### config.mk
export PLATFORM = sky130hd
export DESIGN_NAME = atm_card_flat
export DESIGN_NICKNAME = d
export VERILOG_FILES = /design/src/rtl/atm_pkg.sv /design/src/rtl/atm_link_if.sv /design/src/rtl/atm_card.sv /design/src/flat_wrapper.sv
export VERILOG_INCLUDE_DIRS = /design/src /design/src/rtl
export SDC_FILE = /design/constraint.sdc
export NUM_CORES = 1
export LEC_CHECK = 0
export ABC_AREA = 1
export BUFFER_PORTS_ARGS = -buffer_cell sky130_fd_sc_hd__buf_2
export CORE_ASPECT_RATIO = 1.5
export CORE_MARGIN = 4
export CORE_UTILIZATION = 60
export CTS_CLUSTER_SIZE = 16
export DETAILED_ROUTE_END_ITERATION = 12
export PLACE_DENSITY_LB_ADDON = 0.2
export REMOVE_ABC_BUFFERS = 1
export SLEW_MARGIN = 20
export SYNTH_ARGS = -nofsm -noshare
export SYNTH_HDL_FRONTEND = slang
export SYNTH_HIERARCHICAL = 1
export SYNTH_SLANG_ARGS = --single-unit
### constraint.sdc
create_clock -name clk -period 5.8 [get_ports clk]
set_input_delay 0.29 -clock clk [delete_from_list [all_inputs] [get_ports clk]]
set_output_delay 0.29 -clock clk [all_outputs]
set_load 0.05 [all_outputs]
### src/rtl/atm_consts.svh
// Contract
// - T=0 case 4 drops Le, P3 equals Lc
// - command data only after procedure byte; status aborts
// - case 4 data answered 61xx, else status
// - after 61xx, GET RESPONSE P3 at most xx
// - case 4 warning/9xxx status: GET RESPONSE Le=00
// - other case 4 status ends command
// - GET RESPONSE treated as case 2
// - 61xx/6Cxx only for T=0 cases 2, 4
// - 6Cxx: resend header with P3=xx
// - error status may replace 61xx/6Cxx
// - short or oversize Le: 6C Luicc or error (code: Le below Luicc gets data then 61 remainder)
// - exact Le: data then status
// - Le below Luicc: data then 61 remainder
// - case 4 answer 61xx or non-9000 status
// - T=1 messages carried unchanged in I-blocks
// - T=1 data only with 62/63/9xxx status
// - T=1 case 2 response concatenates chained blocks
// - T=1 long commands and responses chained
// - T=1 case 1 response passed unchanged
// - case 4 first answer announces pending length
// - terminal ends on status, not procedure bytes
// - chained blocks full size except last
`ifndef ATM_CONSTS_SVH
`define ATM_CONSTS_SVH
`define ATM_PB_GET 8'h61
`define ATM_PB_RETRY 8'h6c
`define ATM_PB_NULL 8'h60
`define ATM_INS_GR 8'hc0
`define ATM_CLA_GR 8'h00
`define ATM_SW_OK 16'h9000
`define ATM_SW_WARN1 8'h62
`define ATM_SW_WARN2 8'h63
`define ATM_SW_APP 4'h9
`define ATM_SW_FALLBACK 16'h6f00
`define ATM_LEN_FULL 9'h100
`define ATM_FIFO_DEPTH 8
`define ATM_IFS 32
`endif

### src/rtl/atm_pkg.sv
package atm_pkg;
	typedef enum logic [1:0] {ATM_C1 = 2'h0, ATM_C2 = 2'h1, ATM_C3 = 2'h2, ATM_C4 = 2'h3} atm_case_t;
	typedef enum logic [6:0] {
		CS_IDLE = 7'h01, CS_ASK = 7'h02, CS_DIN = 7'h04, CS_DOUT = 7'h08,
		CS_SW1 = 7'h10, CS_SW2 = 7'h20, CS_PB1 = 7'h40
	} atm_card_st_t;
	typedef enum logic [7:0] {
		TS_IDLE = 8'h01, TS_HDR = 8'h02, TS_PB = 8'h04, TS_XX = 8'h08,
		TS_DOUT = 8'h10, TS_DIN = 8'h20, TS_T1TX = 8'h40, TS_T1RX = 8'h80
	} atm_term_st_t;
endpackage : atm_pkg

### src/rtl/atm_link_if.sv
`timescale 1ns/1ps
`default_nettype none
interface atm_link_if;
	logic [7:0] t2c_data;
	logic t2c_valid;
	logic t2c_ready;
	logic t2c_last;
	logic t2c_more;
	logic [7:0] c2t_data;
	logic c2t_valid;
	logic c2t_ready;
	logic c2t_last;
	logic c2t_more;
	logic t1_mode;
	modport term (output t2c_data, t2c_valid, t2c_last, t2c_more, t1_mode, c2t_ready,
		input t2c_ready, c2t_data, c2t_valid, c2t_last, c2t_more);
	modport card (input t2c_data, t2c_valid, t2c_last, t2c_more, t1_mode, c2t_ready,
		output t2c_ready, c2t_data, c2t_valid, c2t_last, c2t_more);
endinterface : atm_link_if
`default_nettype wire

### src/rtl/atm_card.sv
`timescale 1ns/1ps
`default_nettype none
`include "atm_consts.svh"

module atm_fifo #(
	parameter int W = 8,
	parameter int D = `ATM_FIFO_DEPTH
) (
	input wire logic clk, // clock
	input wire logic reset, // sync reset
	input wire logic flush, // drop contents
	input wire logic [W-1:0] in_data, // write data
	input wire logic in_valid, // write valid
	output logic in_ready, // not full
	output logic [W-1:0] out_data, // head word
	output logic out_valid, // not empty
	input wire logic out_ready // pop
);
	localparam int AW = $clog2(D);
	typedef struct packed {
		logic [D-1:0][W-1:0] mem;
		logic [AW-1:0] wp;
		logic [AW-1:0] rp;
		logic [AW:0] cnt;
	} atm_fifo_t;
	atm_fifo_t s_reg, s_next;
	logic push, pop;
	assign in_ready = s_reg.cnt != (AW+1)'(D);
	assign out_valid = s_reg.cnt != '0;
	assign out_data = s_reg.mem[s_reg.rp];
	assign push = in_valid & in_ready;
	assign pop = out_valid & out_ready;
	always_comb begin
		s_next = s_reg;
		if (push) begin
			s_next.mem[s_reg.wp] = in_data;
			s_next.wp = (s_reg.wp == AW'(D-1)) ? '0 : s_reg.wp + 1'b1;
		end
		if (pop)
			s_next.rp = (s_reg.rp == AW'(D-1)) ? '0 : s_reg.rp + 1'b1;
		s_next.cnt = s_reg.cnt + (AW+1)'(push) - (AW+1)'(pop);
		if (flush) begin
			s_next.wp = '0;
			s_next.rp = '0;
			s_next.cnt = '0;
		end
	end
	always_ff @(posedge clk) begin
		if (reset)
			s_reg <= '0;
		else
			s_reg <= s_next;
	end
endmodule : atm_fifo

////////////////////////////////////////////////////////////////////////////////

module atm_card #(
	parameter int IFS = `ATM_IFS
) (
	input wire logic clk, // clock
	input wire logic reset, // sync reset
	atm_link_if.card link, // to terminal
	output logic cmd_rdy, // header or whole T=1 message in
	output logic [39:0] cmd_hdr, // T=0 header
	output logic [7:0] cmd_data, // command byte
	output logic cmd_dv, // command byte strobe
	input wire logic app_go, // answer valid
	input wire atm_pkg::atm_case_t app_case, // command case
	input wire logic [8:0] app_luicc, // bytes available
	input wire logic [15:0] app_sw, // status
	input wire logic app_ok, // normal processing
	input wire logic [7:0] rd_data, // response data
	input wire logic rd_valid, // response data valid
	output logic rd_ready, // fifo has room
	output logic done // status sent
);
	import atm_pkg::*;
	typedef struct packed {
		atm_card_st_t st;
		logic [39:0] hdr;
		logic [2:0] hc;
		logic [8:0] cnt;
		logic [8:0] le;
		logic [8:0] lu;
		logic [8:0] pend;
		logic [8:0] rem;
		logic [8:0] bc;
		logic [15:0] sw;
		atm_case_t cs;
		logic ok;
		logic gr;
		logic [7:0] p1;
		logic [7:0] p2;
		logic [7:0] tx;
		logic txv;
		logic txl;
		logic txm;
		logic [7:0] cd;
		logic cdv;
		logic rdy;
		logic done;
		logic flush;
	} atm_card_t;
	atm_card_t s_reg, s_next;
	logic [7:0] ff_data;
	logic ff_valid, ff_pop, free, t1, blk_end;
	logic [39:0] hn;

	function automatic logic [15:0] fix_sw(input logic [15:0] sw);
		fix_sw = (sw == `ATM_SW_OK) ? `ATM_SW_FALLBACK : sw;
	endfunction : fix_sw

	function automatic logic data_sw(input logic [15:0] sw);
		data_sw = sw[15:8] == `ATM_SW_WARN1 || sw[15:8] == `ATM_SW_WARN2 ||
			sw[15:12] == `ATM_SW_APP;
	endfunction : data_sw

	atm_fifo #(.W(8), .D(`ATM_FIFO_DEPTH)) u_fifo (
		.clk(clk),
		.reset(reset),
		.flush(s_reg.flush),
		.in_data(rd_data),
		.in_valid(rd_valid),
		.in_ready(rd_ready),
		.out_data(ff_data),
		.out_valid(ff_valid),
		.out_ready(ff_pop)
	);

	assign t1 = link.t1_mode;
	assign free = !s_reg.txv || link.c2t_ready;
	assign blk_end = s_reg.bc == 9'(IFS - 1);
	assign hn = {s_reg.hdr[31:0], link.t2c_data};
	assign link.t2c_ready = (s_reg.st == CS_IDLE) || (s_reg.st == CS_DIN);
	assign link.c2t_data = s_reg.tx;
	assign link.c2t_valid = s_reg.txv;
	assign link.c2t_last = s_reg.txl;
	assign link.c2t_more = s_reg.txm;
	assign cmd_rdy = s_reg.rdy;
	assign cmd_hdr = s_reg.hdr;
	assign cmd_data = s_reg.cd;
	assign cmd_dv = s_reg.cdv;
	assign done = s_reg.done;

	////////////////////////////////////////////////////////////////////////////////

	always_comb begin
		logic go, load;
		logic [7:0] b;
		logic [8:0] lu;
		logic [15:0] sw;
		atm_case_t c;
		go = 1'b0;
		load = 1'b0;
		b = 8'h00;
		lu = s_reg.lu;
		sw = s_reg.sw;
		c = s_reg.cs;
		ff_pop = 1'b0;
		s_next = s_reg;
		s_next.rdy = 1'b0;
		s_next.cdv = 1'b0;
		s_next.done = 1'b0;
		s_next.flush = 1'b0;
		if (s_reg.txv && link.c2t_ready)
			s_next.txv = 1'b0;
		case (s_reg.st)
			CS_IDLE: begin
				if (link.t2c_valid) begin
					if (t1) begin
						s_next.cd = link.t2c_data;
						s_next.cdv = 1'b1;
						if (link.t2c_last && !link.t2c_more) begin
							s_next.rdy = 1'b1;
							s_next.flush = 1'b1;
							s_next.st = CS_ASK;
						end
					end else begin
						s_next.hdr = hn;
						s_next.hc = s_reg.hc + 3'h1;
						if (s_reg.hc == 3'h4) begin
							s_next.hc = 3'h0;
							s_next.le = (hn[7:0] == 8'h00) ? `ATM_LEN_FULL : {1'b0, hn[7:0]};
							s_next.st = CS_ASK;
							if (hn[31:24] == `ATM_INS_GR && s_reg.pend != 9'h000) begin
								s_next.gr = 1'b1;
								s_next.cs = ATM_C2;
								s_next.lu = s_reg.pend;
								s_next.sw = `ATM_SW_OK;
								s_next.ok = 1'b1;
							end else begin
								s_next.gr = 1'b0;
								s_next.pend = 9'h000;
								s_next.rdy = 1'b1;
								s_next.flush = 1'b1;
							end
						end
					end
				end
			end
			CS_ASK: begin
				go = (s_reg.gr || app_go) && free;
				if (!s_reg.gr) begin
					c = app_case;
					lu = app_luicc;
					sw = app_sw;
				end
				if (go) begin
					s_next.cs = c;
					s_next.lu = lu;
					s_next.sw = sw;
					s_next.ok = s_reg.gr || app_ok;
					if (t1) begin
						// cases 1 and 3 carry no response data
						s_next.rem = ((data_sw(sw) && (c == ATM_C2 || c == ATM_C4)) ? lu : 9'h000) +
							9'h002;
						s_next.bc = 9'h000;
						s_next.st = CS_DOUT;
					end else begin
						s_next.st = CS_SW1;
						case (c)
							ATM_C3, ATM_C4: begin
								if (app_ok) begin
									load = 1'b1;
									b = s_reg.hdr[31:24];
									s_next.cnt = s_reg.le;
									s_next.st = CS_DIN;
								end else if (c == ATM_C4)
									s_next.sw = fix_sw(sw);
							end
							ATM_C2: begin
								if (!(s_reg.gr || app_ok))
									s_next.sw = fix_sw(sw);
								else if ((s_reg.le == `ATM_LEN_FULL && lu != `ATM_LEN_FULL) ||
									s_reg.le > lu) begin
									s_next.p1 = `ATM_PB_RETRY;
									s_next.p2 = lu[7:0];
									s_next.st = CS_PB1;
								end else begin
									load = 1'b1;
									b = s_reg.hdr[31:24];
									s_next.cnt = s_reg.le;
									s_next.rem = lu - s_reg.le;
									s_next.st = CS_DOUT;
								end
							end
							default: ;
						endcase
					end
				end
			end
			CS_DIN: begin
				if (link.t2c_valid) begin
					s_next.cd = link.t2c_data;
					s_next.cdv = 1'b1;
					s_next.cnt = s_reg.cnt - 9'h001;
					if (s_reg.cnt == 9'h001) begin
						s_next.st = CS_SW1;
						if (s_reg.cs == ATM_C4) begin
							s_next.p1 = `ATM_PB_GET;
							s_next.p2 = s_reg.lu[7:0];
							s_next.pend = s_reg.lu;
							s_next.st = CS_PB1;
						end
					end
				end
			end
			CS_DOUT: begin
				if (t1) begin
					if (s_reg.rem == 9'h002)
						s_next.st = CS_SW1;
					else if (free && ff_valid) begin
						ff_pop = 1'b1;
						load = 1'b1;
						b = ff_data;
					end
				end else if (free && ff_valid) begin
					ff_pop = 1'b1;
					load = 1'b1;
					b = ff_data;
					s_next.cnt = s_reg.cnt - 9'h001;
					if (s_reg.cnt == 9'h001) begin
						s_next.st = CS_SW1;
						if (s_reg.rem != 9'h000) begin
							s_next.p1 = `ATM_PB_GET;
							s_next.p2 = s_reg.rem[7:0];
							s_next.pend = s_reg.rem;
							s_next.st = CS_PB1;
						end
					end
				end
			end
			CS_SW1: begin
				if (free) begin
					load = 1'b1;
					b = s_reg.sw[15:8];
					s_next.st = CS_SW2;
				end
			end
			CS_SW2: begin
				if (free) begin
					load = 1'b1;
					b = s_reg.sw[7:0];
					s_next.pend = 9'h000;
					s_next.done = 1'b1;
					s_next.st = CS_IDLE;
				end
			end
			CS_PB1: begin
				if (free) begin
					load = 1'b1;
					b = s_next.hc == 3'h0 ? s_reg.p1 : s_reg.p2;
					s_next.hc = s_reg.hc + 3'h1;
					if (s_reg.hc == 3'h1) begin
						s_next.hc = 3'h0;
						s_next.st = CS_IDLE;
					end
				end
			end
			default: s_next.st = CS_IDLE;
		endcase
		if (load) begin
			s_next.tx = b;
			s_next.txv = 1'b1;
			s_next.txl = 1'b0;
			s_next.txm = 1'b0;
			if (t1) begin
				s_next.txl = blk_end || s_reg.rem == 9'h001;
				s_next.txm = blk_end && s_reg.rem != 9'h001;
				s_next.bc = blk_end ? 9'h000 : s_reg.bc + 9'h001;
				s_next.rem = s_reg.rem - 9'h001;
			end
		end
	end

	always_ff @(posedge clk) begin
		if (reset) begin
			s_reg <= '0;
			s_reg.st <= CS_IDLE;
			s_reg.cs <= ATM_C1;
		end else
			s_reg <= s_next;
	end
endmodule : atm_card
`default_nettype wire

### src/flat_wrapper.sv
// flat-port wrapper written by rule: the top's interface ports become plain ports
module atm_card_flat import atm_pkg::*;
#(
	parameter int IFS = `ATM_IFS
)
  (clk, reset, cmd_rdy, cmd_hdr, cmd_data, cmd_dv, app_go, app_case, app_luicc, app_sw, app_ok, rd_data, rd_valid, rd_ready, done, link_t2c_data, link_t2c_valid, link_t2c_last, link_t2c_more, link_t1_mode, link_c2t_ready, link_t2c_ready, link_c2t_data, link_c2t_valid, link_c2t_last, link_c2t_more);
  atm_link_if link_i ();
  input wire logic clk;
  input wire logic reset;
  output logic cmd_rdy;
  output logic [39:0] cmd_hdr;
  output logic [7:0] cmd_data;
  output logic cmd_dv;
  input wire logic app_go;
  input wire atm_pkg::atm_case_t app_case;
  input wire logic [8:0] app_luicc;
  input wire logic [15:0] app_sw;
  input wire logic app_ok;
  input wire logic [7:0] rd_data;
  input wire logic rd_valid;
  output logic rd_ready;
  output logic done;
  input wire logic [$bits(link_i.t2c_data)-1:0] link_t2c_data;
  input wire logic [$bits(link_i.t2c_valid)-1:0] link_t2c_valid;
  input wire logic [$bits(link_i.t2c_last)-1:0] link_t2c_last;
  input wire logic [$bits(link_i.t2c_more)-1:0] link_t2c_more;
  input wire logic [$bits(link_i.t1_mode)-1:0] link_t1_mode;
  input wire logic [$bits(link_i.c2t_ready)-1:0] link_c2t_ready;
  output wire logic [$bits(link_i.t2c_ready)-1:0] link_t2c_ready;
  output wire logic [$bits(link_i.c2t_data)-1:0] link_c2t_data;
  output wire logic [$bits(link_i.c2t_valid)-1:0] link_c2t_valid;
  output wire logic [$bits(link_i.c2t_last)-1:0] link_c2t_last;
  output wire logic [$bits(link_i.c2t_more)-1:0] link_c2t_more;
  assign link_i.t2c_data = link_t2c_data;
  assign link_i.t2c_valid = link_t2c_valid;
  assign link_i.t2c_last = link_t2c_last;
  assign link_i.t2c_more = link_t2c_more;
  assign link_i.t1_mode = link_t1_mode;
  assign link_i.c2t_ready = link_c2t_ready;
  assign link_t2c_ready = link_i.t2c_ready;
  assign link_c2t_data = link_i.c2t_data;
  assign link_c2t_valid = link_i.c2t_valid;
  assign link_c2t_last = link_i.c2t_last;
  assign link_c2t_more = link_i.c2t_more;
  atm_card #(.IFS(IFS)) u_core (.clk(clk), .reset(reset), .link(link_i), .cmd_rdy(cmd_rdy), .cmd_hdr(cmd_hdr), .cmd_data(cmd_data), .cmd_dv(cmd_dv), .app_go(app_go), .app_case(app_case), .app_luicc(app_luicc), .app_sw(app_sw), .app_ok(app_ok), .rd_data(rd_data), .rd_valid(rd_valid), .rd_ready(rd_ready), .done(done));
endmodule
* Yosys cells after proc, flatten, opt, wreduce, memory -nomap -nowiden
Index checks and enable logic that the tools add are counted.
Word-level totals: latch bits 0, memories kept 0, logic and storage cells 298, output and inout bits 64, ROM bits 0, register bits after elaboration 235, bits in writable memories 0
Cells by class: bitwise logic cells 6, multiplexer cells 141, equal/unequal tests 59, div/mod/pow operators 0, reductions and logical operators 45, order comparisons 4, $mul 0, shift operators 0, $add $sub $neg 10
Operators by type and width (count):
- $mux W16 | 19
- $mux W9 | 31
- $mux W7 | 19
- $mux W8 | 14
- $mux W18 | 6
- $bwmux W64 | 1
- $mux W20 | 3
- $pmux W9 S2 | 3
- $mux W50 | 1
- $pmux W7 S7 | 1
- $pmux W16 S3 | 1
- $mux W43 | 1
- $pmux W8 S5 | 1
- $reduce_and A13 Y1 | 3
- $pmux W19 S2 | 1
- $mux W37 | 1
- $pmux W9 S4 | 1
- $pmux W16 S2 | 1
- $pmux W9 S3 | 1
- $bmux W8 S3 | 1
- $demux W8 S3 | 1
- $ne A2 B1 Y1 const B | 11
- $ne A2 B2 Y1 const B | 11
- $mux W19 | 1
- 61 further kinds | 131

* Longest topological paths before layout
depth in word-level cells 13, depth in mapped cells 21, gate-level depth less buffers 20

* Cells and area by module
The synthesis kept the hierarchy.
By module, submodules not included:
- atm_card | cells an instance 1385, times used 1, area each 9292.7 um2
- atm_fifo | cells an instance 605, times used 1, area each 3886.2 um2

* Worst setup path before layout
OpenSTA, ideal clock, no wires.
path kind register to register, from reg u_core.s_reg (netlist bit u_core/link.c2t_valid), to reg u_core/u_fifo/s_reg[2] (netlist name), cell stages (with the launch flop) 17, arrival time 2.740 ns, path buffers 0, period minus slack after synthesis 2.858 ns, setup slack 2.942 ns, library setup time 0.118 ns, data required time 5.682 ns, cell sequence dfxtp_1 > inv_1 > nor2_1 > inv_1 > nand2_1 > a21oi_1 > nand2_1 > clkinv_1 > nand2_1 > inv_1 > ha_1 > inv_1 > ha_1 > inv_1 > fa_1 > xor2_1 > nor2_1
On the way: word-level cells in the longest chain between the ends 9
RTL lines:
- from (decl) | RTL line atm_card.sv:105 | atm_card_t s_reg, s_next;
- from (signal assigned) | RTL line atm_card.sv:343 | s_reg <= s_next;
- $logic_not A1 Y1 (*) | RTL line atm_card.sv:132 | assign free = !s_reg.txv || link.c2t_ready;
- $logic_or A1 B1 Y1 (*) | RTL line atm_card.sv:132
- $logic_and A1 B1 Y1 (*) | RTL line atm_card.sv:273, atm_card.sv:278
- $mux W1 (*) | RTL line atm_card.sv:273, atm_card.sv:278
- $mux W1 | RTL line atm_card.sv:271 | if (s_reg.rem == 9'h002)
- $mux W1 (*) | RTL line atm_card.sv:270 | if (t1) begin
- $mux W1 (*) | RTL line atm_card.sv:168 | case (s_reg.st)
- via u_core.ff_pop | RTL line atm_card.sv:107 | logic ff_valid, ff_pop, free, t1, blk_end;
- $and A1 B1 Y1 (*) | RTL line atm_card.sv:32 | assign pop = out_valid & out_ready;
- via u_core.u_fifo.pop | RTL line atm_card.sv:27 | logic push, pop;
- $sub A4 B1 Y4 (*) | RTL line atm_card.sv:41 | s_next.cnt = s_reg.cnt + (AW+1)'(push) - (AW+1)'(pop);
- to (signal assigned) | RTL line atm_card.sv:52 | s_reg <= s_next;
- to (decl) | RTL line atm_card.sv:26 | atm_fifo_t s_reg, s_next;
The timed path passes the listed nets; every way through them passes the cells marked *. A chain may end at the register's enable or synchronous reset.

* Final worst setup path
from reg u_core/s_reg[39] (netlist name), to reg u_core/s_reg[68] (netlist name)
On the way: word-level cells in the longest chain between the ends 13, elaborated cells between the ends (all ways) 41, those cells by class add/sub: 2; order compare: 1; eq/ne: 7; mux: 21; reduce/logical: 10
RTL lines:
- $mux W16 / $mux W9 (equally long branches) | RTL line atm_card.sv:204 | if (!s_reg.gr) begin
- $mux W16 / $mux W9 (equally long branches) | RTL line atm_card.sv:168
- $eq A8 B7 Y1 (no line) / $ne A9 B9 Y1 (equally long branches)
- $logic_or A1 B1 Y1 (no line) / $logic_and A1 B1 Y1 (equally long branches)
- $logic_or A1 B1 Y1 (on tied branches)
- $logic_and A1 B1 Y1 / $mux W9 (equally long branches) | RTL line atm_card.sv:216, atm_card.sv:235
- $mux W9 (on tied branches) | RTL line atm_card.sv:216, atm_card.sv:233
- $add A9 B2 Y9 / $mux W9 (equally long branches) | RTL line atm_card.sv:216, atm_card.sv:222
- $mux W9 | RTL line atm_card.sv:214 | if (t1) begin
- $mux W37 | RTL line atm_card.sv:209 | if (go) begin
- $mux W18 | RTL line atm_card.sv:168
- $mux W18 | RTL line atm_card.sv:328 | if (t1) begin
- $mux W18 (*) | RTL line atm_card.sv:323 | if (load) begin
Mark *: on every way between the ends. The rest lies on a longest branch, timed or not. The select of a mux whose other input is x is not followed.

==> metrics.txt <==
status=complete, no violations; CP Capture Type=flip-flop; CP Class=reg2reg; Post-synth EDFFs=0; final hold viol count=0; final layout net count=2084; slew of the pin with the lowest slew margin=0.988 ns; Wirelength per Cell=17.1 um; Layout Skew=0.0255 ns; Post-Syn Area per Cell=6.62 um^2; max-slew violation count=0; P_leak=6.41 nW; RSZ-0062 raised after global routing=no; CP arrival=4.22 ns; Min-Delay Path Class=in2reg; routed wire length=39300 um; FF-to-FF path depth=16; Num Clock Sinks=230; vias in the first global route=12376; final RePlAce weighted congestion=0.961; post-route ant nets=0; Main synth FF type=dfxtp_1; antenna violations before repair=2; worst endpoint required time=6.24 ns; height of the die=190 um; CTS buffer count=24; most frequent cells in the layout=nand2_1 (412), nor2_1 (392), dfxtp_1 (228), inv_1 (185), o21ai_0 (140); Max Cap Viol=0; GRT Residual Overflow=0; CTS tree=built; synth warn=6; Core Area=21600 um^2; placed wire-length estimate=28600 um; CP startpoint kind=flip-flop; vias per cell=5.66; # resized after CTS=0; Synth area leader=dfxtp_1; slew margin rel.=34.1%; DRT iter0 DRCs=955; Initial Utilization=60.9%; period utilisation layout=65.2%; full die area=24400 um^2; hold buffers post-CTS=0; Cells after Synth=1990; Cell Pwr Density=348 nW/um^2; Peak VDD IR=241 uV; ANT cells=0; Post-CTS Setup Bufs=0; via count=12972; Setup Viol. Count Final=0; register area share after synthesis=34.9%; Fin Setup TNS=0 ns; Die X=129 um; most common library cell in the layout ignoring fill and taps=nand2_1; fraction of layout cells with a size suffix above 1=11.9%; Longest Clk Path Bufs=3; first-pass GRT wire length=62900 um; ranking of synthesized cells by area=dfxtp_1 (35%), nand2_1 (12%), nor2_1 (11%), o21ai_0 (5.3%), inv_1 (5.3%); Port Buffers=116; post-synth top area share=34.9%; Max Freq=265 MHz; post-route cell area=14200 um^2; Final min period=3.78 ns; Global Route Usage Sum=31.7%; Placed Area=13300 um^2; max FFs per register=95; Async SR Flop Fraction=0%; Mapped Area=13200 um^2; Yosys reg bits=230; # IOs=117; largest net degree at the start of global routing=65; Core Rows=66; Crit Path Max Fanout=41; Worst-path clk slew=0.07 ns; root buffer cell=clkbuf_16; Clk Latency, worst-skew pair=0.55 ns; DRC viols=0; Unique masters post-synth=57; Hold Path Stages=3; area delta synth->final=7.65%; first-pass iteration count of the detailed router=6; H-tree depth=1
-- cell families after synthesis --
logic type	Yosys count	share of synthesized area, %
DFF	230	34.9
adders and majority gates	31	3.06
xor gates and xnor gates	18	1.20
and+or+nand+nor	1034	34.0
AOI/OAI and AO/OA	333	14.5
buffers and inverters	342	12.2
muxes	2	0.152
-- through the flow --
step,setup slack [ns],hold slack [ns],std cells,utilization (%),power (mW)
after global routing,1.68,0.0283,2290,65.6,5.20
after CTS,2.02,0.00337,2290,65.6,4.95
after detailed placement,2.05,0.455,2246,61.6,3.29
after floorplan,2.33,0.352,1851,-,2.90
final,2.02,0.0155,2290,65.6,4.94
after global placement,2.13,0.451,2246,61.6,3.27
-- routing by layer --
layer	GRT usage [%]	vias up	routed length (um)
li1	-	6433	-
met1	34.8	5942	14100
met2	57.2	437	20300
met3	4.32	156	2140
met4	18.4	4	2620
met5	0	-	27
-- critical path, stage by stage, from the launching register on --
cell	delay, ns
dfxtp_2	0.96
inv_2	0.32
nand2_1	0.16
nand2_2	0.12
ha_1	0.36
a21oi_1	0.23
o21ai_0	0.13
nand2_1	0.07
nand3_1	0.14
nand3_4	0.18
nand2_4	0.08
nand2_4	0.09
nand2_4	0.13
nand2_4	0.17
clkinv_2	0.21
nor3_1	0.22
nor2_1	0.05
-- report_power, final --
group	internal [mW]	switching (mW)
sequential	1.76	0.128
combinational	0.369	1.03
clock	0.993	0.668
total	3.12	1.82
-- final timing paths --
check | start | to | slack (ns)
hold / removal | rd_data[3] | u_core/u_fifo/s_reg[61]$_SDFFE_PP0P_ | 0.02
setup / recovery | u_core/s_reg[39]$_SDFFE_PP0P_ | u_core/s_reg[68]$_SDFF_PP0_ | 2.02
setup reg to reg | u_core/s_reg[39]$_SDFFE_PP0P_ | u_core/s_reg[68]$_SDFF_PP0_ | 2.02
hold reg to reg | u_core/s_reg[44]$_SDFFE_PP0P_ | u_core/s_reg[44]$_SDFFE_PP0P_ | 0.46
-- Yosys cell counts (7+ instances only) --
cell and instances:
o211ai_1 11, nor3_1 22, a21oi_2 8, nand2_4 8, nand2_2 10, nor2_4 7, clkbuf_1 46, buf_4 62
ha_1 29, o21ai_0 140, dfxtp_1 230, buf_6 7, nand4_1 72, a211oi_1 17, nor2_2 7, inv_2 10
buf_2 12, nor2_1 393, o21ai_1 8, nand2_1 412, nand3_1 79, inv_1 186, buf_1 11, xor2_1 16
o22ai_1 13, a21oi_1 103
-- layout make-up --
type                    count  area [um^2]
fillers                  2028         7450
multi-input cells        1418         6970
flip-flops and latches    230         4610
inverters                 203          766
clock buffers              34          708
repair buffers            123          633
well taps                 272          340
clock inverters            10          159
(Power assumes the default switching activity.)
